--- config.mk ---
export PLATFORM = sky130hd
export DESIGN_NAME = tcu_timer_compare
export DESIGN_NICKNAME = d
export VERILOG_FILES = /design/src/design/tcu_pkg.sv /design/src/design/tcu_timer_compare.sv /design/src/design/tcu_compare_channel.sv
export SDC_FILE = /design/constraint.sdc
export NUM_CORES = 1
export LEC_CHECK = 0
export BUFFER_PORTS_ARGS = -buffer_cell sky130_fd_sc_hd__clkbuf_2
export CORE_ASPECT_RATIO = 0.5
export CORE_MARGIN = 2
export CORE_UTILIZATION = 60
export DETAILED_ROUTE_END_ITERATION = 10
export PLACE_DENSITY = 0.83
export SLEW_MARGIN = 20
export SYNTH_ARGS = -nofsm -noshare
export SYNTH_HDL_FRONTEND = slang
export SYNTH_SLANG_ARGS = --single-unit
--- constraint.sdc ---
create_clock -name clk_sys -period 2.2 [get_ports clk_sys]
set_input_delay 0.55 -clock clk_sys [delete_from_list [all_inputs] [get_ports clk_sys]]
set_output_delay 0.55 -clock clk_sys [all_outputs]
set_load 0.01 [all_outputs]
--- src/design/tcu_pkg.sv ---
package tcu_pkg;

  // Register offsets on the plain register port
  localparam logic [2:0] TCU_OFS_CTRL_A = 3'h0;
  localparam logic [2:0] TCU_OFS_CTRL_B = 3'h1;
  localparam logic [2:0] TCU_OFS_COUNTER = 3'h2;
  localparam logic [2:0] TCU_OFS_CMP_A = 3'h3;
  localparam logic [2:0] TCU_OFS_CMP_B = 3'h4;
  localparam logic [2:0] TCU_OFS_MASK = 3'h5;
  localparam logic [2:0] TCU_OFS_FLAGS = 3'h6;
  localparam logic [2:0] TCU_OFS_PORT = 3'h7;

  // Control A fields
  localparam int TCU_ACT_A_LSB = 6;
  localparam int TCU_ACT_B_LSB = 4;
  localparam int TCU_WAVE_LO_LSB = 0;
  // Control B fields
  localparam int TCU_FORCE_A_BIT = 7;
  localparam int TCU_FORCE_B_BIT = 6;
  localparam int TCU_WAVE_HI_BIT = 3;
  localparam int TCU_CLKSEL_LSB = 0;
  // Mask and flag bit positions
  localparam int TCU_BIT_WRAP = 0;
  localparam int TCU_BIT_MATCH_A = 1;
  localparam int TCU_BIT_MATCH_B = 2;
  // Port register fields
  localparam int TCU_PORT_VAL_LSB = 0;
  localparam int TCU_PORT_DIR_LSB = 2;

  // Reset values
  localparam logic [7:0] TCU_RST_BYTE = 8'h00;
  localparam logic [1:0] TCU_RST_ACT = 2'h0;
  localparam logic [2:0] TCU_RST_WAVE = 3'h0;
  localparam logic [2:0] TCU_RST_CLKSEL = 3'h0;

  // Counter landmarks
  localparam logic [7:0] TCU_BOTTOM = 8'h00;
  localparam logic [7:0] TCU_MAX = 8'hff;

  // Waveform modes
  localparam logic [2:0] TCU_WAVE_NORMAL = 3'h0;
  localparam logic [2:0] TCU_WAVE_CLEAR_ON_MATCH = 3'h2;

  // Output actions
  localparam logic [1:0] TCU_ACT_NONE = 2'h0;
  localparam logic [1:0] TCU_ACT_TOGGLE = 2'h1;
  localparam logic [1:0] TCU_ACT_CLEAR = 2'h2;
  localparam logic [1:0] TCU_ACT_SET = 2'h3;

  // Prescaler width: largest divide is 1024
  localparam int TCU_PRESC_W = 10;

  // Per channel settings handed to a compare channel
  typedef struct packed {
    logic [1:0] action;
    logic force_strobe;
    logic cmp_write;
    logic flag_clear;
  } tcu_chan_ctl_t;

  // Timer-wide context shared by both channels
  typedef struct packed {
    logic tick;
    logic pwm_mode;
    logic block;
    logic [7:0] counter;
  } tcu_timer_ctx_t;

endpackage

--- src/design/tcu_timer_compare.sv ---
`timescale 1ns/100ps
// Overview of operation
// - Compare counter with both compare values always
// - Match flag sets one timer tick later
// - Flag and mask raise compare interrupt request
// - Flag clears on service or written one
// - PWM writes buffered, otherwise compare written directly
// - Force strobe updates output only, non-PWM
// - Counter write blocks match flag and output next timer tick, not clear-on-match counter reset
// - Output state kept across mode changes
// - Output action unbuffered, applies next match
// - Nonzero action overrides port value, direction kept
// - Action zero leaves output state unchanged
// - Mode sets sequence; action sets output behaviour
// - Normal mode increments, wraps ff to 00
// - Normal mode wrap flag set at zero
// - Wrap flag clears when its interrupt serviced
// - Clear-on-match resets counter after channel A match
// - Missed top runs on through ff wrap
// - Clear-on-match action one toggles channel A
// - Clear-on-match wrap flag set passing max
// - Counter write beats clear or count
// - Clock select zero stops counter, access kept
module tcu_timer_compare
  import tcu_pkg::*;
(
  // Clock and reset
  input wire logic clk_sys,
  input wire logic reset_n,
  // Register port
  input wire logic [2:0] reg_addr,
  input wire logic [7:0] reg_wdata,
  input wire logic reg_wr,
  input wire logic reg_rd,
  output logic [7:0] reg_rdata,
  // Interrupt requests and service acknowledges
  output logic irq_match_a,
  output logic irq_match_b,
  output logic irq_wrap,
  input wire logic ack_match_a,
  input wire logic ack_match_b,
  input wire logic ack_wrap,
  // Compare output pins
  output logic [1:0] pin_out,
  output logic [1:0] pin_oe_n
);

  logic [1:0] output_action_select_a_q;
  logic [1:0] output_action_select_b_q;
  logic [2:0] waveform_select_q;
  logic [2:0] clock_source_select_q;
  logic [7:0] counter_value_q;
  logic [7:0] counter_value_d;
  logic [2:0] irq_mask_q;
  logic wrap_flag_q;
  logic [1:0] port_value_q;
  logic [1:0] pin_direction_bit_q;
  logic [TCU_PRESC_W-1:0] presc_q;
  logic block_q;
  logic tick;
  logic pwm_mode;
  logic wr_ctrl_a;
  logic wr_ctrl_b;
  logic wr_counter;
  logic wr_flags;
  logic [7:0] compare_value_a;
  logic [7:0] compare_value_b;
  logic match_flag_a;
  logic match_flag_b;
  logic channel_a_output_state;
  logic channel_b_output_state;
  logic match_a;
  logic match_b;
  logic [1:0] out_sel;
  tcu_timer_ctx_t ctx;
  tcu_chan_ctl_t ctl_a;
  tcu_chan_ctl_t ctl_b;

  // Write decode
  assign wr_ctrl_a = reg_wr && reg_addr == TCU_OFS_CTRL_A;
  assign wr_ctrl_b = reg_wr && reg_addr == TCU_OFS_CTRL_B;
  assign wr_counter = reg_wr && reg_addr == TCU_OFS_COUNTER;
  assign wr_flags = reg_wr && reg_addr == TCU_OFS_FLAGS;

  // Any mode other than normal and clear-on-match is PWM
  assign pwm_mode = waveform_select_q != TCU_WAVE_NORMAL &&
                    waveform_select_q != TCU_WAVE_CLEAR_ON_MATCH;

  // Control registers
  always_ff @(posedge clk_sys or negedge reset_n) begin
    if (!reset_n) begin
      output_action_select_a_q <= TCU_RST_ACT;
      output_action_select_b_q <= TCU_RST_ACT;
      waveform_select_q <= TCU_RST_WAVE;
      clock_source_select_q <= TCU_RST_CLKSEL;
      irq_mask_q <= 3'h0;
      port_value_q <= 2'h0;
      pin_direction_bit_q <= 2'h0;
    end else if (reg_wr) begin
      case (reg_addr)
        TCU_OFS_CTRL_A: begin
          output_action_select_a_q <= reg_wdata[TCU_ACT_A_LSB +: 2];
          output_action_select_b_q <= reg_wdata[TCU_ACT_B_LSB +: 2];
          waveform_select_q[1:0] <= reg_wdata[TCU_WAVE_LO_LSB +: 2];
        end
        TCU_OFS_CTRL_B: begin
          waveform_select_q[2] <= reg_wdata[TCU_WAVE_HI_BIT];
          clock_source_select_q <= reg_wdata[TCU_CLKSEL_LSB +: 3];
        end
        TCU_OFS_MASK: irq_mask_q <= reg_wdata[2:0];
        TCU_OFS_PORT: begin
          port_value_q <= reg_wdata[TCU_PORT_VAL_LSB +: 2];
          pin_direction_bit_q <= reg_wdata[TCU_PORT_DIR_LSB +: 2];
        end
        default: begin
        end
      endcase
    end
  end

  // Free running prescaler
  always_ff @(posedge clk_sys or negedge reset_n) begin
    if (!reset_n) begin
      presc_q <= '0;
    end else begin
      presc_q <= presc_q + 1'b1;
    end
  end

  // Timer tick from clock source select
  always_comb begin
    case (clock_source_select_q)
      3'h1: tick = 1'b1;
      3'h2: tick = &presc_q[2:0];
      3'h3: tick = &presc_q[4:0];
      3'h4: tick = &presc_q[5:0];
      3'h5: tick = &presc_q[6:0];
      3'h6: tick = &presc_q[7:0];
      3'h7: tick = &presc_q[9:0];
      default: tick = 1'b0;
    endcase
  end

  // Match blocking after a counter write, held until a tick
  always_ff @(posedge clk_sys or negedge reset_n) begin
    if (!reset_n) begin
      block_q <= 1'b0;
    end else if (wr_counter) begin
      block_q <= 1'b1;
    end else if (tick) begin
      block_q <= 1'b0;
    end
  end

  // Next count value
  always_comb begin
    counter_value_d = counter_value_q;
    if (wr_counter) begin
      counter_value_d = reg_wdata;
    end else if (tick) begin
      if (waveform_select_q == TCU_WAVE_CLEAR_ON_MATCH && match_a) begin
        counter_value_d = TCU_BOTTOM;
      end else begin
        counter_value_d = counter_value_q + 8'h01;
      end
    end
  end

  // Counter register
  always_ff @(posedge clk_sys or negedge reset_n) begin
    if (!reset_n) begin
      counter_value_q <= TCU_RST_BYTE;
    end else begin
      counter_value_q <= counter_value_d;
    end
  end

  // Wrap flag: set passing max to zero, set wins over clear
  always_ff @(posedge clk_sys or negedge reset_n) begin
    if (!reset_n) begin
      wrap_flag_q <= 1'b0;
    end else if (!wr_counter && tick && counter_value_q == TCU_MAX) begin
      wrap_flag_q <= 1'b1;
    end else if (ack_wrap || (wr_flags && reg_wdata[TCU_BIT_WRAP])) begin
      wrap_flag_q <= 1'b0;
    end
  end

  // Channel context and controls
  assign ctx = '{tick: tick, pwm_mode: pwm_mode, block: block_q,
                 counter: counter_value_q};
  assign ctl_a = '{action: output_action_select_a_q,
                   force_strobe: wr_ctrl_b && reg_wdata[TCU_FORCE_A_BIT],
                   cmp_write: reg_wr && reg_addr == TCU_OFS_CMP_A,
                   flag_clear: wr_flags && reg_wdata[TCU_BIT_MATCH_A]};
  assign ctl_b = '{action: output_action_select_b_q,
                   force_strobe: wr_ctrl_b && reg_wdata[TCU_FORCE_B_BIT],
                   cmp_write: reg_wr && reg_addr == TCU_OFS_CMP_B,
                   flag_clear: wr_flags && reg_wdata[TCU_BIT_MATCH_B]};

  // Channel A also sets the clear-on-match top
  tcu_compare_channel u_chan_a (
    .clk_sys(clk_sys),
    .reset_n(reset_n),
    .ctl(ctl_a),
    .ctx(ctx),
    .wdata(reg_wdata),
    .irq_ack(ack_match_a),
    .match(match_a),
    .compare_value_q(compare_value_a),
    .match_flag_q(match_flag_a),
    .channel_output_state_q(channel_a_output_state)
  );

  // Channel B
  tcu_compare_channel u_chan_b (
    .clk_sys(clk_sys),
    .reset_n(reset_n),
    .ctl(ctl_b),
    .ctx(ctx),
    .wdata(reg_wdata),
    .irq_ack(ack_match_b),
    .match(match_b),
    .compare_value_q(compare_value_b),
    .match_flag_q(match_flag_b),
    .channel_output_state_q(channel_b_output_state)
  );

  // Interrupt requests
  assign irq_match_a = match_flag_a & irq_mask_q[TCU_BIT_MATCH_A];
  assign irq_match_b = match_flag_b & irq_mask_q[TCU_BIT_MATCH_B];
  assign irq_wrap = wrap_flag_q & irq_mask_q[TCU_BIT_WRAP];

  // Pin override, direction stays with the port
  assign out_sel[0] = |output_action_select_a_q;
  assign out_sel[1] = |output_action_select_b_q;
  always_ff @(posedge clk_sys or negedge reset_n) begin
    if (!reset_n) begin
      pin_out <= 2'h0;
    end else begin
      pin_out[0] <= out_sel[0] ? channel_a_output_state : port_value_q[0];
      pin_out[1] <= out_sel[1] ? channel_b_output_state : port_value_q[1];
    end
  end
  assign pin_oe_n = ~pin_direction_bit_q;

  // Registered read data, unmapped reads give zero
  always_ff @(posedge clk_sys or negedge reset_n) begin
    if (!reset_n) begin
      reg_rdata <= 8'h00;
    end else if (reg_rd) begin
      case (reg_addr)
        TCU_OFS_CTRL_A: reg_rdata <= {output_action_select_a_q,
                                      output_action_select_b_q, 2'h0,
                                      waveform_select_q[1:0]};
        TCU_OFS_CTRL_B: reg_rdata <= {4'h0, waveform_select_q[2],
                                      clock_source_select_q};
        TCU_OFS_COUNTER: reg_rdata <= counter_value_q;
        TCU_OFS_CMP_A: reg_rdata <= compare_value_a;
        TCU_OFS_CMP_B: reg_rdata <= compare_value_b;
        TCU_OFS_MASK: reg_rdata <= {5'h00, irq_mask_q};
        TCU_OFS_FLAGS: reg_rdata <= {5'h00, match_flag_b, match_flag_a,
                                     wrap_flag_q};
        TCU_OFS_PORT: reg_rdata <= {4'h0, pin_direction_bit_q,
                                    port_value_q};
        default: reg_rdata <= 8'h00;
      endcase
    end else begin
      reg_rdata <= 8'h00;
    end
  end

endmodule

--- src/design/tcu_compare_channel.sv ---
`timescale 1ns/100ps
module tcu_compare_channel
  import tcu_pkg::*;
(
  // Clock and reset
  input wire logic clk_sys,
  input wire logic reset_n,
  // Controls
  input wire tcu_chan_ctl_t ctl,
  input wire tcu_timer_ctx_t ctx,
  input wire logic [7:0] wdata,
  input wire logic irq_ack,
  // State
  output logic match,
  output logic [7:0] compare_value_q,
  output logic match_flag_q,
  output logic channel_output_state_q
);

  logic [7:0] cmp_buffer_q;
  logic match_hit;

  // Comparator runs every cycle
  assign match = (ctx.counter == compare_value_q);
  assign match_hit = ctx.tick & match & ~ctx.block;

  // Write buffer used only in PWM modes
  always_ff @(posedge clk_sys or negedge reset_n) begin
    if (!reset_n) begin
      cmp_buffer_q <= TCU_RST_BYTE;
    end else if (ctl.cmp_write) begin
      cmp_buffer_q <= wdata;
    end
  end

  // Active compare register: direct or copied at bottom
  always_ff @(posedge clk_sys or negedge reset_n) begin
    if (!reset_n) begin
      compare_value_q <= TCU_RST_BYTE;
    end else if (!ctx.pwm_mode && ctl.cmp_write) begin
      compare_value_q <= wdata;
    end else if (ctx.pwm_mode && ctx.tick && ctx.counter == TCU_BOTTOM) begin
      compare_value_q <= cmp_buffer_q;
    end
  end

  // Match flag, set wins over clear
  always_ff @(posedge clk_sys or negedge reset_n) begin
    if (!reset_n) begin
      match_flag_q <= 1'b0;
    end else if (match_hit) begin
      match_flag_q <= 1'b1;
    end else if (ctl.flag_clear || irq_ack) begin
      match_flag_q <= 1'b0;
    end
  end

  // Output state; mode changes never touch it
  always_ff @(posedge clk_sys or negedge reset_n) begin
    if (!reset_n) begin
      channel_output_state_q <= 1'b0;
    end else if (!ctx.pwm_mode && (match_hit || ctl.force_strobe)) begin
      // Action read live, so a new setting applies at next match
      case (ctl.action)
        TCU_ACT_TOGGLE: channel_output_state_q <= ~channel_output_state_q;
        TCU_ACT_CLEAR: channel_output_state_q <= 1'b0;
        TCU_ACT_SET: channel_output_state_q <= 1'b1;
        default: channel_output_state_q <= channel_output_state_q;
      endcase
    end else if (ctx.pwm_mode && ctl.action[1]) begin
      // Polarity: clear or set on match, opposite at bottom
      if (match_hit) begin
        channel_output_state_q <= ctl.action[0];
      end else if (ctx.tick && ctx.counter == TCU_MAX) begin
        channel_output_state_q <= ~ctl.action[0];
      end
    end
  end

endmodule

Word-level counts from Yosys, hierarchy flattened. Index checks and enable logic that the tools add are counted.

Flip-flop bits (word level): 83. Input port bits: 18. Output and inout bits: 15. Word-level logic and storage cells: 151.

Add/sub/neg operators: 2. Equality and inequality tests: 27. Multiplexer cells: 30. Bitwise operators: 13. Reduce and logical (&&, ||, !) cells: 57.

Operators with widths (count): 2-to-1 mux 8 bit (8); case mux 8 bit (8 select lines) (1); == test 3 bit, second input constant (8); logical AND 1 bit (23); 2-to-1 mux 1 bit (18); == test 8 bit (2); nonzero test 2 bit (8); == test 3 x 2 -> 1 bit, second input constant (5); adder 10 x 1 -> 10 bit, second input constant (1); AND reduction 10 bit (1); AND reduction 3 bit (3); nonzero test 3 bit (3); adder 8 x 1 -> 8 bit, second input constant (1); == test 2 bit, second input constant (4); == test 8 bit, second input constant (1); zero test 8 bit (1); != test 4 bit, second input constant (2); AND reduction 2 bit (4); AND reduction 8 bit (1); bitwise AND 1 bit (7); case mux 1 bit (7 select lines) (1); AND reduction 7 bit (1); == test 3 x 1 -> 1 bit, second input constant (2); case mux 1 bit (3 select lines) (2); 10 further kinds (21).

Logic depth before layout (Yosys ltp). Gate-level depths: netlist (run 1).

Depth in word-level cells: 8. Depth in mapped cells: 11. Depth with buffers taken out: 9.

Cells and area by module. Synthesis (run 1) repeated with hierarchy kept, for this count alone.

Cell total of the unflattened synthesis: 427. Area, all modules: 4450.5 µm².

Modules (own cells, without submodules): tcu_timer_compare (instances 1, cells an instance 244, area each 2442.3 µm², sequential area each 1176.1 µm²); tcu_compare_channel at u_chan_a (instances 1, cells an instance 93, area each 1021.0 µm², sequential area each 450.4 µm²); tcu_compare_channel at u_chan_b (instances 1, cells an instance 90, area each 987.2 µm², sequential area each 450.4 µm²).

Worst setup path after synthesis (run 1). Ideal clock, no wire load.

Path type: input -> register. Start point: input port reg_addr[1]. End point: register u_chan_b.channel_output_state_q. Library setup time: 0.129 ns. Data arrival time: 1.922 ns. Data required time: 2.071 ns. Path slack: 0.149 ns. Stages: 8. Buffers on the path: 2. Cell sequence: buf_2 > and4bb_2 > buf_4 > and4_1 > o21ai_0 > a2111o_1 > o311ai_1 > a21oi_1.

Cells in the longest elaborated chain, start to end: 7. Elaborated cells between the ends (all ways): 10. Those cells by class: eq/ne (2); mux (1); reduce/logical (7).

Ends and longest elaborated chain: start, declared (RTL line tcu_timer_compare.sv:31) `input wire logic [2:0] reg_addr,`; == test 3 x 1 -> 1 bit (*) (RTL line tcu_timer_compare.sv:81) `assign wr_ctrl_b = reg_wr && reg_addr == TCU_OFS_CTRL_B;`; logical AND 1 bit (*) (RTL line tcu_timer_compare.sv:81); logical AND 1 bit (*) (RTL line tcu_timer_compare.sv:197) `force_strobe: wr_ctrl_b && reg_wdata[TCU_FORCE_B_BIT],`; logical OR 1 bit (*) (RTL line tcu_compare_channel.sv:62) `end else if (!ctx.pwm_mode && (match_hit || ctl.force_strobe)) begin`; logical AND 1 bit (*) (RTL line tcu_compare_channel.sv:62); != test 4 bit (no source line), or another cell as far along; AND reduction 3 bit (no source line); end signal, assigned (RTL line tcu_compare_channel.sv:65) `TCU_ACT_TOGGLE: channel_output_state_q <= ~channel_output_state_q;`; end signal, assigned (RTL line tcu_compare_channel.sv:68) `default: channel_output_state_q <= channel_output_state_q;`; end signal, assigned (RTL line tcu_compare_channel.sv:73) `channel_output_state_q <= ctl.action[0];`; end, declared (RTL line tcu_compare_channel.sv:17) `output logic channel_output_state_q`.

Mark *: on every way between the ends. The rest lies on a longest branch, timed or not. A chain may end at the register's enable or synchronous reset.

Worst setup path after layout (run 1).
Start point: register presc_q[1]. End point: register u_chan_a.compare_value_q[2].

Cells in the longest elaborated chain, start to end: 5. Elaborated cells between the ends (all ways): 10. Those cells by class: mux (1); reduce/logical (9).

Ends and longest elaborated chain: start, declared (RTL line tcu_timer_compare.sv:58) `logic [TCU_PRESC_W-1:0] presc_q;`; start signal, assigned (RTL line tcu_timer_compare.sv:126) `presc_q <= presc_q + 1'b1;`; AND reduction 10 bit, or another cell as far along (RTL line tcu_timer_compare.sv:139) `3'h7: tick = &presc_q[9:0];`; case mux 1 bit (7 select lines) (*) (RTL line tcu_timer_compare.sv:132) `case (clock_source_select_q)`; logical AND 1 bit (*) (2 in series) (RTL line tcu_compare_channel.sv:42) `end else if (ctx.pwm_mode && ctx.tick && ctx.counter == TCU_BOTTOM) begin`; nonzero test 2 bit (no source line) (*); end signal, assigned (RTL line tcu_compare_channel.sv:41) `compare_value_q <= wdata;`; end signal, assigned (RTL line tcu_compare_channel.sv:43) `compare_value_q <= cmp_buffer_q;`; end, declared (RTL line tcu_compare_channel.sv:15) `output logic [7:0] compare_value_q,`.

Marks and branches as above.

==> flow_results.org, run 1 <==
** STA
- Based on the critical path, the design can be clocked at up to 466 MHz.
- Hold Violations, Final :: 0
- The final critical path takes up 97.5% of the cycle.
- RSZ-0062 raised after global routing :: true
- Final TNS setup :: 0 ps
- Total count of max-transition violations in the final report :: 0
- The tightest hold path in the finished design has a slack of 162 ps.
- After layout, the minimum clock period comes to 2150 ps.
- Setup slack closes at 54.4 ps.
- Largest clock skew in the final design :: 7.00 ps
- Transition time at the pin with the least slew margin :: 476 ps
- Headroom to the max-slew limit came out at 68.2%.
- Total setup violations reported at the end of the flow :: 0

** Power and ir drop
- In this run the power spent charging and discharging nets is 1.68 mW.
- Internal power of the cells :: 3.41 mW
- Worst vdd rail ir drop :: 0.417 mV
- The share of total power dissipated in the clock network is 30.8%.
- Of the total power, the share spent switching nets is 33.0%.
- Sequential fraction of design power :: 43.3%
- Proportion of power drawn by combinational gates :: 26.0%
- Power per cell area :: 995 mW/mm^2
- The analysis attributes to cell leakage a power of 2.35 nW.

** Synth
- In this run the mean area of a mapped cell was 9.65 sq um.
- Cell count after synthesis :: 454
- For this run, the register share of the synthesized area comes to 47.4%.
- The number of nets handed over by synthesis was 477.
- Counting flops with a built-in enable in the synthesized netlist gives 0.
- Synthesis instantiated 56 different standard cells from the library.
- #FFs+latches synth :: 83
- Leading register cell type out of synthesis :: dfrtp_1
- Async SR Flop Fraction :: 100%
- Warnings from Yosys :: 0
- Summing every instance area after synthesis gives 0.00438 sq mm.

** Route
- Routed via count divided by cell count :: 6.32
- # DRC :: 0
- The routed design has 11,400 um of wire.
- The final route contains 3,759 vias.
- Before antenna repair, the detailed router went through 7 iterations.
- After detailed routing, the average wire length per cell comes to 19.2 um.
- For this block, the initial DRC count from the detailed router was 487.
- The count of nets left with antenna violations once routing finished came out at 0.

** Finish
- Cells with a size suffix above 1 make up 26.0% of the layout.
- Most frequent standard cell in the layout excluding fill and tap cells :: dfrtp_1
- Nets :: 521
- The count of cells in the finished layout, fillers not included, comes to 595.
- Cell area after layout :: 0.00512 sq mm
- Area delta synth->final :: 16.9%
- Count of inserted antenna diode cells :: 0
- Leading cell types in the layout, fill and taps excluded :: dfrtp_1 (82), nor2_1 (51), nand2_1 (37), mux2_2 (34), a21oi_1 (32)

** Clocking
- Total of hold buffers inserted after clock tree synthesis :: 0
- The clock reaches the later pin of the worst-skew pair after 340 ps.
- TritonCTS built the clock tree.
- Number of clock sinks seen by CTS :: 83
- Maximum clock insertion buffer count :: 2
- The clock tree synthesis step divided the H-tree into 3 levels.
- CTS clk-pin slew, worst paths :: 60 ps
- Total clock buffers created by CTS :: 9
- Clock Tree Root :: clkbuf_16

** GRT
- Initial antenna violation count :: 0
- Across every metal layer, demand over resource in global routing totals 30.5%.
- Entering global routing, the biggest net connects 39 pins.
- Number of global-route vias before repair :: 3,666
- Global-route wire length before repair :: 18,700 um
- Leftover overflow at the end of global routing :: 0

** Setup path
- STA puts the critical path data required time at 2420 ps.
- Cell-by-cell trace of the critical path :: ha_2 -> nand3_1 -> or2_4 -> o32a_4 -> or2_4 -> buf_4 -> o22ai_1 -> a21oi_1
- Worst flop-to-flop path endpoint :: u_chan_a.compare_value_q[2]$_DFFE_PN0P_
- Setup crit end kind :: flip-flop
- Together, buffers and inverters on the worst path number 1.
- The critical path runs through a total of 8 cells.
- Tracing the worst setup path back leads to its startpoint at presc_q[1]$_DFF_PN0_.
- Reg2reg setup slack :: 50 ps
- Worst setup SP type :: flip-flop
- Arrival time at the worst endpoint :: 2370 ps
- CP most frequent cell :: or2_4
- Capture point of the critical path :: u_chan_a.compare_value_q[2]$_DFFE_PN0P_
- Critical path type :: flip-flop to flip-flop
- Cells on worst reg2reg path :: 8
- The slowest stage of the critical path belongs to the cell o32a_4.
- Reg-to-reg critical path startpoint :: presc_q[1]$_DFF_PN0_
- Broken down by cell family, the worst path's largest delay share belongs to compound AO/OA/AOI/OAI gates.
- Largest fanout of any net on the critical path :: 5
- Worst stage delay on the critical path :: 430 ps

** Placement
- Summing all placed instances gives a cell area of 0.00472 sq mm.
- Number of input and output port buffers inserted :: 32
- Prior to clock tree synthesis, the placed netlist has a worst setup slack of -38.9 ps.
- Counting tap cells, the placed design contains a total of 574 instances.
- Routability congestion estimate from global placement :: 0.954
- HPWL Detailed :: 7810 um

** Die
- Row generation in the floorplan step produced 21 rows.
- For this configuration, the core starts out at a cell density of 63.6%.
- The die is 125 um wide.
- The region available for standard cell placement spans 0.00688 sq mm.
- During I/O placement, the number of pins put on the boundary was 33.
- The die covers 0.00804 sq mm.
- The floorplan step set the die height to 64.4 um.

** Hold path
- Hold WC Path Type :: input pin to asynchronous set/reset pin

** Status
- Status :: finished clean

** Run
- Number of max-cap violations :: 0
synthesized netlist by cell type, types with 7 or more instances:
master / number / share of area, %
a21oi_1: 33 / 3.8
a31oi_1: 13 / 1.9
and3_1: 12 / 1.7
buf_2: 11 / 1.3
clkbuf_1: 13 / 1.1
dfrtp_1: 83 / 47
inv_1: 17 / 1.5
mux2_2: 34 / 8.7
nand2_1: 37 / 3.2
nand3_1: 12 / 1.4
nor2_1: 51 / 4.4
nor3_1: 7 / 0.80
o21ai_0: 21 / 2.4
xnor2_1: 10 / 2.0
xor2_1: 12 / 2.4
layer usage:
metal,global-route usage [%],up-vias,wire length (um)
met5,0,-,0
met4,12.1,0,272
met3,10.4,32,1320
met2,45.7,225,5010
met1,41.5,1807,4810
li1,-,1695,-
cell type report:
type / count / area [sq um]
clock inverter: 5 / 60.1
sequential: 83 / 2080
clock buffer: 11 / 253
tap: 92 / 115
multi-input combinational: 323 / 2120
inverter: 18 / 67.6
fill: 461 / 1770
timing repair buffer: 63 / 420
worst min path at each step:
| stage | startpoint | end | slack [ps] |
|---|---|---|---|
| floorplan | reset_n | block_q$_DFFE_PN0P_ | 250 |
| global placement | presc_q[9]$_DFF_PN0_ | presc_q[9]$_DFF_PN0_ | 460 |
| detailed placement | presc_q[9]$_DFF_PN0_ | presc_q[9]$_DFF_PN0_ | 460 |
| CTS | reset_n | u_chan_a.compare_value_q[4]$_DFFE_PN0P_ | 170 |
| global route | reset_n | u_chan_a.compare_value_q[4]$_DFFE_PN0P_ | 190 |
| finish | reset_n | u_chan_a.compare_value_q[5]$_DFFE_PN0P_ | 160 |
timing repair:
action	CTS	global route
pin swaps	1	2
gates cloned	0	0
gates resized for setup	2	11
setup endpoints to repair	8	29
buffers inserted	3	2
metrics by stage:
| step | total power [mW] | util, % |
|---|---|---|
| 2_1_floorplan | 2.98 | - |
| 3_3_place_gp | 3.37 | 68.6 |
| 3_5_place_dp | 3.42 | 68.6 |
| 4_1_cts | 5.02 | 73.5 |
| 5_1_grt | 5.34 | 74.4 |
| 6_report | 5.09 | 74.4 |
worst register-to-register path: cells and delay by family (launching register included):
family | cells | cell delay, ps
and+or+nand+nor | 3 | 610
buffers and inverters | 1 | 170
DFF | 1 | 360
adders and majority gates | 1 | 190
AOI/OAI and AO/OA | 3 | 700
kinds of logic (layout without fill, tap and decap cells):
kind of cell             count (synthesis)  in the layout  share of synthesized area, %
adder cells (fa/ha/maj)                  5              5                          1.43
buffers and inverters                   48             97                          5.03
AO/OA/AOI/OAI                          104            104                          15.1
multiplexers                            37             37                          9.43
flip-flops                              83             83                          47.4
XOR/XNOR                                22             22                          4.40
AND/OR/NAND/NOR                        155            155                          17.2
power by group through the flow:
stage	logic [mW]	clock network (mW)	registers (mW)
floorplan	0.943	0	2.04
global placement	1.19	0	2.19
detailed placement	1.22	0	2.20
CTS	1.26	1.58	2.18
global route	1.45	1.65	2.24
finish	1.32	1.57	2.20
flip-flops by register name, indices dropped and copies added (netlist names), 2 cells and up:
signal / flops
pin_out: 2
reg_rdata: 8
output_action_select_b_q: 2
u_chan_b.compare_value_q: 8
u_chan_b.cmp_buffer_q: 8
u_chan_a.cmp_buffer_q: 8
irq_mask_q: 3
output_action_select_a_q: 2
u_chan_a.compare_value_q: 8
port_value_q: 2
clock_source_select_q: 3
pin_direction_bit_q: 2
waveform_select_q: 3
counter_value_q: 8
presc_q: 10
(Power assumes the default switching activity.)
==> run 2: changes to the inputs <==
Settings changed: ABC_AREA from default to 1.
==> flow_results.org, run 2 <==
** Die
- Top-level I/O count :: 33 (unchanged)
- Row Count :: 21 (unchanged)
- The effective utilization at floorplan is 63.0% (was 63.6%).
- The width of the die is 124 um (was 125 um).
- Die Outline Area :: 0.00788 sq mm (was 0.00804 sq mm)
- Die boundary height :: 63.8 um (was 64.4 um)
- Core Area :: 0.00681 sq mm (was 0.00688 sq mm)

** Clocking
- The number of gates resized after CTS is 0 (was 2).
- CTS clk-pin slew, worst paths :: 60 ps (about the same)
- The deepest clock path buffer count is 2 (unchanged).
- The clock latency at the later pin of the worst-skew pair came to 350 ps (was 340 ps).
- The clock tree from TritonCTS is built (unchanged).
- The clock sink count is 83 (unchanged).
- Number of buffers added for setup after CTS :: 0 (was 3)
- Clock Tree Root :: clkbuf_16 (unchanged)
- Total of hold buffers inserted after clock tree synthesis :: 0 (unchanged)
- The count of H-tree levels built during CTS was 3 (unchanged).
- Total clock buffers created by CTS :: 9 (unchanged)

** Synth
- Top cells by instance count after synthesis: nand2_1 (133), dfrtp_1 (83), inv_1 (57), o21ai_0 (53), nor2_1 (34) (was dfrtp_1 (83), nor2_1 (51), nand2_1 (37), mux2_2 (34), a21oi_1 (33)).
- Part of the Yosys area used for sequential elements :: 48.5% (was 47.4%)
- Syn Nets :: 539 (was 477)
- The post-synthesis cell type count was 40 (was 56).
- Cell types with the largest area share after synthesis :: dfrtp_1 (48%), nand2_1 (12%), o21ai_0 (6.2%) (was dfrtp_1 (47%), mux2_2 (8.7%), nor2_1 (4.4%))
- Share of the synthesized area in the top cell type :: 48.5% (was 47.4%)
- The synthesized cell area is 0.00429 sq mm (was 0.00438 sq mm).
- The number of synthesized flops with an enable pin came to 0 (unchanged).
- Area leader, netlist :: dfrtp_1 (unchanged)
- Cell count after synthesis :: 516 (was 454)
- The async set or reset register ratio after synthesis came to 100% (unchanged).
- Warnings from Yosys :: 0 (unchanged)
- The dominant synthesized flop cell is dfrtp_1 (unchanged).
- Post-Syn Area per Cell :: 8.31 sq um (was 9.65 sq um)
- Cell with the most instances after synthesis :: nand2_1 (was dfrtp_1)
- #FFs+latches synth :: 83 (unchanged)

** Route
- Overall routed net length :: 10,800 um (was 11,400 um)
- Routed via count divided by cell count :: 5.83 (was 6.32)
- The first-pass iteration count of the detailed router is 7 (unchanged).
- WL per Instance :: 16.5 um (was 19.2 um)
- Number of nets with antenna violations after detailed routing :: 0 (unchanged)
- Number of DRC violations after detailed-routing iteration 0 :: 439 (was 487)
- Count of vias placed by the detailed router :: 3,838 (was 3,759)
- # DRC :: 0 (unchanged)

** STA
- The number of max-slew violations in the final report came to 0 (unchanged).
- Timing-limited maximum frequency :: 489 MHz (was 466 MHz)
- RSZ-0062 raised after global routing: false (was true).
- Transition time at the pin with the least slew margin :: 556 ps (was 476 ps)
- Largest clock skew in the final design :: 6.26 ps (was 7.00 ps)
- Period utilization :: 93.0% (was 97.5%)
- Max_slew headroom :: 62.7% (was 68.2%)
- Final TNS setup :: 0 ps (unchanged)
- The minimum period implied by the final worst setup slack came to 2050 ps (was 2150 ps).
- Total setup violations reported at the end of the flow :: 0 (unchanged)
- Hold Violations, Final :: 0 (unchanged)

** Finish
- The number of diodes added for antenna fixing was 0 (unchanged).
- Number of cells in the finished layout apart from fillers :: 658 (was 595)
- Largest register FFs :: 10 (unchanged)
- The net total in the final layout was 584 (was 521).
- The synthesis-to-layout area growth is 15.7% (was 16.9%).
- Leading cell types in the layout, fill and taps excluded: nand2_1 (132), dfrtp_1 (83), inv_1 (57), o21ai_0 (53), nor2_1 (34) (was dfrtp_1 (82), nor2_1 (51), nand2_1 (37), mux2_2 (34), a21oi_1 (32)).
- The ratio of cells with drive above 1 in the final layout is 17.5% (was 26.0%).
- The most common library cell in the layout ignoring fill and taps was nand2_1 (was dfrtp_1).
- The largest register by flop count was presc_q (unchanged).

** Setup path
- The required time at the worst-slack endpoint came to 2450 ps (was 2420 ps).
- Largest fanout of any net on the critical path :: 7 (was 5)
- CP most frequent cell :: nand2_1 (was or2_4)
- The family of cells with the greatest summed delay on the critical path is simple AND/OR/NAND/NOR gates (was compound AO/OA/AOI/OAI gates).
- Critical path type :: flip-flop to flip-flop (unchanged)
- The sort of element at the start of the critical path was a flip-flop (unchanged).
- The combined buffer and inverter count along the critical path is 1 (unchanged).
- Arrival time at the worst endpoint :: 2300 ps (was 2370 ps)
- Setup crit end kind :: flip-flop (unchanged)
- The largest stage delay on the critical path is 390 ps (was 430 ps).
- Crit path max-delay cell type :: dfrtp_1 (was o32a_4)
- Cell-by-cell trace of the critical path :: ha_1 -> nand2_1 -> nor2_2 -> ha_1 -> nor2_1 -> nand2_1 -> nand3b_1 -> nand3_1 -> inv_1 -> nand2_1 -> o221ai_1 (was ha_2 -> nand3_1 -> or2_4 -> o32a_4 -> or2_4 -> buf_4 -> o22ai_1 -> a21oi_1)

** Power and ir drop
- Net Sw Frac :: 34.1% (was 33.0%)
- Proportion of power drawn by combinational gates :: 26.1% (was 26.0%)
- The share of total power in the clock network came to 31.9% (was 30.8%).
- The static leakage came to 2.47 nW (was 2.35 nW).
- The switching power of the nets is 1.86 mW (was 1.68 mW).
- The cell area power density was 1100 mW/mm^2 (was 995 mW/mm^2).
- Worst vdd rail ir drop :: 0.515 mV (was 0.417 mV)
- The sequential fraction of design power was 42.0% (was 43.3%).
- Internal power of the cells :: 3.60 mW (was 3.41 mW)

** GRT
- The via count of the first global-routing pass is 3,588 (was 3,666).
- Global-route wire length before repair :: 17,700 um (was 18,700 um)
- Maximum number of pins on one net before global-route repair :: 41 (was 39)
- Global Route Usage Sum :: 30.6% (was 30.5%)
- Initial antenna violation count :: 0 (unchanged)
- The total overflow reported by the global router came to 0 (unchanged).

** Run
- Number of max-cap violations :: 0 (unchanged)

** Placement
- Number of input and output port buffers inserted :: 32 (unchanged)
- The half-perimeter wire length of the detailed placement result is 8120 um (was 7810 um).
- The routability congestion estimate came to 1.03 (was 0.954).
- Number of placed cells counting well taps :: 642 (was 574)

** Hold path
- The worst min-delay path class is input pin to asynchronous set/reset pin (unchanged).

** Status
- Status: finished clean (unchanged).
-- run 2: changes by cell type in the layout (fill, tap and decap cells not counted), sizes merged, moves of 19 or more --
cell / delta
a21oi: -19
buf: -23
inv: +51
mux2: -33
nand2: +110
o21ai: +37
-- run 2: power by group through the flow --
| stage | registers, mW | logic (mW) | clock network (mW) |
|---|---|---|---|
| finish | 2.29 | 1.43 | 1.74 |
| global route | 2.33 | 1.60 | 1.84 |
| CTS | 2.27 | 1.40 | 1.76 |
| detailed placement | 2.29 | 1.39 | 0 |
| global placement | 2.28 | 1.34 | 0 |
| floorplan | 2.19 | 1.01 | 0 |
-- run 2: cells by family (layout without fill, tap and decap cells) --
kind of cell,after synthesis,count (layout),share of synthesized area [%]
fa+ha+maj,5,5,1.46
buf+inv,76,126,6.95
compound gates,113,113,16.1
xor+xnor,14,14,2.86
flops,83,83,48.5
mux,1,1,0.263
simple gates,224,224,23.9
-- run 2: worst reg2reg max path, cell delays in order (launching register included) --
cell and delay, ps:
dfrtp_1 390, ha_1 230, nand2_1 80, nor2_2 50
ha_1 170, nor2_1 100, nand2_1 50, nand3b_1 210
nand3_1 360, inv_1 170, nand2_1 60, o221ai_1 80
-- run 2: path summary, 6_finish.rpt --
check                                     start                                end  slack [ps]  depth (start not counted)
setup / recovery           presc_q[0]$_DFF_PN0_     counter_value_q[6]$_DFFE_PN0P_         150                         11
hold / removal                          reset_n               presc_q[9]$_DFF_PN0_         110                          1
setup reg to reg           presc_q[0]$_DFF_PN0_     counter_value_q[6]$_DFFE_PN0P_         150                         11
hold reg to reg            presc_q[0]$_DFF_PN0_               presc_q[0]$_DFF_PN0_         450                          1
max in group asynchronous               reset_n     counter_value_q[4]$_DFFE_PN0P_        1510                          2
min in group clk_sys                ack_match_b  u_chan_b.match_flag_q$_DFFE_PN0P_         380                          2
-- run 2: layout make-up --
class                      count  area, sq um
inverter                      70          264
timing repair buffer          40          235
multi-input combinational    357         1920
clock buffer                  12          246
clock inverter                 4         97.6
tap                           92          115
sequential                    83         2080
fill                         523         1850
-- run 2: stage by stage --
stage | area [sq um] | setup slack (ps) | power [mW] | hold slack (ps) | utilization (%)
detailed placement | 4600 | 121 | 3.68 | 447 | 67.6
floorplan | 4290 | 385 | 3.20 | 254 | -
CTS | 4950 | 101 | 5.43 | 117 | 72.7
global placement | 4600 | 181 | 3.63 | 434 | 67.6
global route | 4960 | 2.78 | 5.77 | 135 | 72.9
finish | 4960 | 154 | 5.46 | 109 | 72.9
-- run 2: routing by layer --
metal	vias to the layer above	track usage, %	share of wire (%)
li1	1802	-	-
met1	1836	43.7	45
met2	175	44.3	43
met3	25	9.38	9.6
met4	0	10.5	2.0
met5	-	0	0
==> run 3: changes to the inputs <==
Settings changed: CORE_MARGIN 2 to 3, CORE_UTILIZATION 60 to 45, PLACE_DENSITY 0.83 to 0.65, SYNTH_HIERARCHICAL from default to 1.
==> flow_results.org, run 3 <==
** Status
- Status :: finished clean (unchanged)

** Die
- The effective utilization at floorplan is 48.3% (was 63.0%).
- Horizontal die dimension :: 151 um (was 124 um)
- The area of the core is 0.00985 sq mm (was 0.00681 sq mm).
- Row Count :: 25 (was 21)
- Die Outline Area :: 0.0119 sq mm (was 0.00788 sq mm)
- Die boundary height :: 78.7 um (was 63.8 um)
- The top-level port count is 33 (unchanged).

** STA
- RSZ-0062 raised after global routing: true (was false).
- Total count of max-transition violations in the final report :: 0 (unchanged)
- The minimum period implied by the final worst setup slack came to 2010 ps (was 2050 ps).
- The final setup violation count came to 0 (unchanged).
- Period utilization :: 91.4% (was 93.0%)
- The relative slew slack was 71.3% (was 62.7%).
- The final worst slack came to 189 ps (was 154 ps).
- Timing-limited maximum frequency :: 497 MHz (was 489 MHz)
- Largest clock skew in the final design :: 8.06 ps (was 6.26 ps)
- The slew at the pin closest to its max-slew limit came to 431 ps (was 556 ps).
- Hold Violations, Final :: 0 (unchanged)
- Fin Hold WS :: 149 ps (was 109 ps)

** Synth
- Post-Syn Area per Cell :: 7.20 sq um (was 8.31 sq um)
- Async SR Flop Fraction :: 100% (unchanged)
- Top cells by instance count after synthesis: nand2_1 (208), inv_1 (102), dfrtp_1 (83), nor2_1 (50), o21ai_0 (40) (was nand2_1 (133), dfrtp_1 (83), inv_1 (57), o21ai_0 (53), nor2_1 (34)).
- The number of warnings reported in the yosys synthesis log is 6 (was 0).
- Leading register cell type out of synthesis :: dfrtp_1 (unchanged)
- Cell with the most instances after synthesis :: nand2_1 (unchanged)
- Syn Nets :: 682 (was 539)
- Summed instance area of the synthesized netlist :: 0.00476 sq mm (was 0.00429 sq mm)
- Cell types with the largest area share after synthesis: dfrtp_1 (44%), nand2_1 (16%), inv_1 (8.0%) (was dfrtp_1 (48%), nand2_1 (12%), o21ai_0 (6.2%)).
- The cell taking the most area after synthesis was dfrtp_1 (unchanged).
- The area share of the leading cell type in the synthesized netlist was 43.6% (was 48.5%).
- The instance count of the mapped netlist is 661 (was 516).
- Unique cell type count in the Yosys netlist :: 34 (was 40)
- Post-synth EDFFs :: 0 (unchanged)
- The post-synthesis register bit count was 83 (unchanged).
- The register area share after synthesis came to 43.6% (was 48.5%).

** Clocking
- Clock tree from TritonCTS :: built (unchanged)
- The count of H-tree levels built during CTS was 3 (unchanged).
- The clock latency at the later pin of the worst-skew pair is 340 ps (was 350 ps).
- The hold-fix buffer count after cts was 0 (unchanged).
- The clock buffer count from CTS was 9 (unchanged).
- Number of clock sinks seen by CTS :: 83 (unchanged)
- Maximum clock insertion buffer count :: 2 (unchanged)
- The clock input transition at the sequential cells of the worst setup and hold paths is 60 ps (about the same).
- Clock Tree Root :: clkbuf_16 (unchanged)

** GRT
- Initial antenna violation count :: 0 (unchanged)
- Maximum number of pins on one net before global-route repair :: 40 (was 41)
- Number of global-route vias before repair :: 4,176 (was 3,588)
- The global-route wire length before repair was 22,300 um (was 17,700 um).
- Global Route Usage Sum :: 24.4% (was 30.6%)
- Leftover overflow at the end of global routing :: 0 (unchanged)

** Finish
- Count of inserted antenna diode cells :: 0 (unchanged)
- The ratio of cells with drive above 1 in the final layout came to 15.0% (was 17.5%).
- Area delta synth->final :: 19.1% (was 15.7%)
- The number of flip-flops in the largest register was 10 (unchanged).
- Cell area after layout :: 0.00567 sq mm (was 0.00496 sq mm)
- Most flop-heavy register :: presc_q (unchanged)
- Leading cell types in the layout, fill and taps excluded :: nand2_1 (207), inv_1 (101), dfrtp_1 (83), nor2_1 (48), o21ai_0 (40) (was nand2_1 (132), dfrtp_1 (83), inv_1 (57), o21ai_0 (53), nor2_1 (34))
- Most frequent standard cell in the layout excluding fill and tap cells :: nand2_1 (unchanged)
- The net total in the final layout was 742 (was 584).

** Route
- The number of design-rule violations left by the first detailed-router iteration came to 430 (was 439).
- Number of nets with antenna violations after detailed routing :: 0 (unchanged)
- The post-detailed-route wirelength per cell was 15.9 um (was 16.5 um).
- # DRC :: 0 (unchanged)
- The via total after detailed routing is 4,534 (was 3,838).
- The first-pass iteration count of the detailed router came to 5 (was 7).
- The wire length reported by the detailed router was 13,700 um (was 10,800 um).
- Routed via count divided by cell count :: 5.27 (was 5.83)

** Setup path
- The most numerous cell on the critical path is nand2_1 (unchanged).
- Arrival time at the worst endpoint :: 2250 ps (was 2300 ps)
- Crit path launch :: presc_q[0]$_DFF_PN0_ (unchanged)
- Worst stage delay on the critical path :: 390 ps (about the same)
- Crit path max-delay cell type :: dfrtp_1 (unchanged)
- The required time at the worst-slack endpoint came to 2430 ps (was 2450 ps).
- Cell-by-cell trace of the critical path :: ha_2 -> inv_1 -> nor2_4 -> nand2_1 -> nand2_1 -> nand3_2 -> nand2_4 -> inv_1 -> nor2_2 -> nand3_2 -> nand2_1 -> nand2_1 -> nand2_1 -> nand2_1 -> nand2_1 -> nand2_1 (was ha_1 -> nand2_1 -> nor2_2 -> ha_1 -> nor2_1 -> nand2_1 -> nand3b_1 -> nand3_1 -> inv_1 -> nand2_1 -> o221ai_1)
- The launch point of the worst reg-to-reg path is presc_q[0]$_DFF_PN0_ (unchanged).
- The type of the worst setup path was flip-flop to flip-flop (unchanged).
- Setup crit end kind :: flip-flop (unchanged)
- Largest fanout of any net on the critical path :: 5 (was 7)
- The sort of element at the start of the critical path is a flip-flop (unchanged).

** Placement
- HPWL Detailed :: 10,200 um (was 8120 um)
- Pre-CTS setup slack :: -9.02 ps (was 121 ps)
- Routability congestion estimate from global placement :: 0.946 (was 1.03)
- The placed instance area is 0.00523 sq mm (was 0.00460 sq mm).
- The number of input and output port buffers inserted came to 32 (unchanged).

** Power and ir drop
- Static power due to leakage :: 2.88 nW (was 2.47 nW)
- The worst-case vdd ir drop came to 0.398 mV (was 0.515 mV).
- Power per cell area :: 1050 mW/mm^2 (was 1100 mW/mm^2)

** Run
- Number of max-cap violations :: 0 (unchanged)

** Hold path
- Hold WC Path Type :: input pin to asynchronous set/reset pin (unchanged)
run 3: area by class of cell:
cell class	instances	area (sq um)
multi-input combinational	453	2250
fill	947	4180
sequential	83	2080
clock buffer	11	243
inverter	108	405
timing repair buffer	66	455
tap	135	169
clock inverter	4	73.8
run 3: what timing repair did:
item,4_1_cts,5_1_grt
endpoints found under the setup margin,4,16
hold endpoints to repair,0,0
pin swaps,1,6
buffers inserted,2,4
gates resized for setup,1,12
run 3: worst paths after layout:
kind / end / slack [ps] / cells after the start
min in group clk_sys: u_chan_b/match_flag_q$_DFFE_PN0P_ / 450 / 4
hold / removal: presc_q[6]$_DFF_PN0_ / 150 / 1
setup reg to reg: u_chan_b/channel_output_state_q$_DFFE_PN0P_ / 190 / 16
hold reg to reg: presc_q[3]$_DFF_PN0_ / 470 / 1
setup / recovery: u_chan_b/channel_output_state_q$_DFFE_PN0P_ / 190 / 16
max in group asynchronous: u_chan_b/compare_value_q[2]$_DFFE_PN0P_ / 1490 / 2
run 3: kinds of logic (layout without fill, tap and decap cells):
family | Yosys count | after routing | synth area share (%)
XOR/XNOR | 14 | 14 | 2.57
AO/OA/AOI/OAI | 103 | 103 | 12.8
AND/OR/NAND/NOR | 332 | 332 | 29.5
adder cells (fa/ha/maj) | 3 | 3 | 0.788
flip-flops | 83 | 83 | 43.6
buffers and inverters | 125 | 189 | 10.4
multiplexers | 1 | 1 | 0.236
run 3: routing by layer:
metal	global-route usage, %	part of all wire, %
met5	0	0
met4	5.15	1.3
met3	4.85	8.8
met2	34.3	40
met1	38.5	50
run 3: where the power goes:
group          leakage (nW)  switching, mW  internal [mW]
clock network         0.156          0.595           1.02
registers              1.04          0.401           1.90
logic                  1.68           1.30          0.761
total                  2.88           2.30           3.68
run 3: critical path: cells and delay by family, from the launching register on:
kind                     cells  cell delay [ps]
adder cells (fa/ha/maj)      1              200
AND/OR/NAND/NOR             13             1180
buffers and inverters        2              140
flip-flops                   1              390
run 3: per-stage QoR:
step / power (mW) / utilization (%) / cells / setup TNS, ps
6_report: 5.98 / 57.5 / 860 / 0
5_1_grt: 6.38 / 57.5 / 860 / -56.3
4_1_cts: 5.93 / 56.6 / 856 / 0
3_5_place_dp: 4.26 / 53.1 / 839 / -9.02
3_3_place_gp: 4.24 / 53.1 / 839 / 0
2_1_floorplan: 3.54 / - / 661 / 0
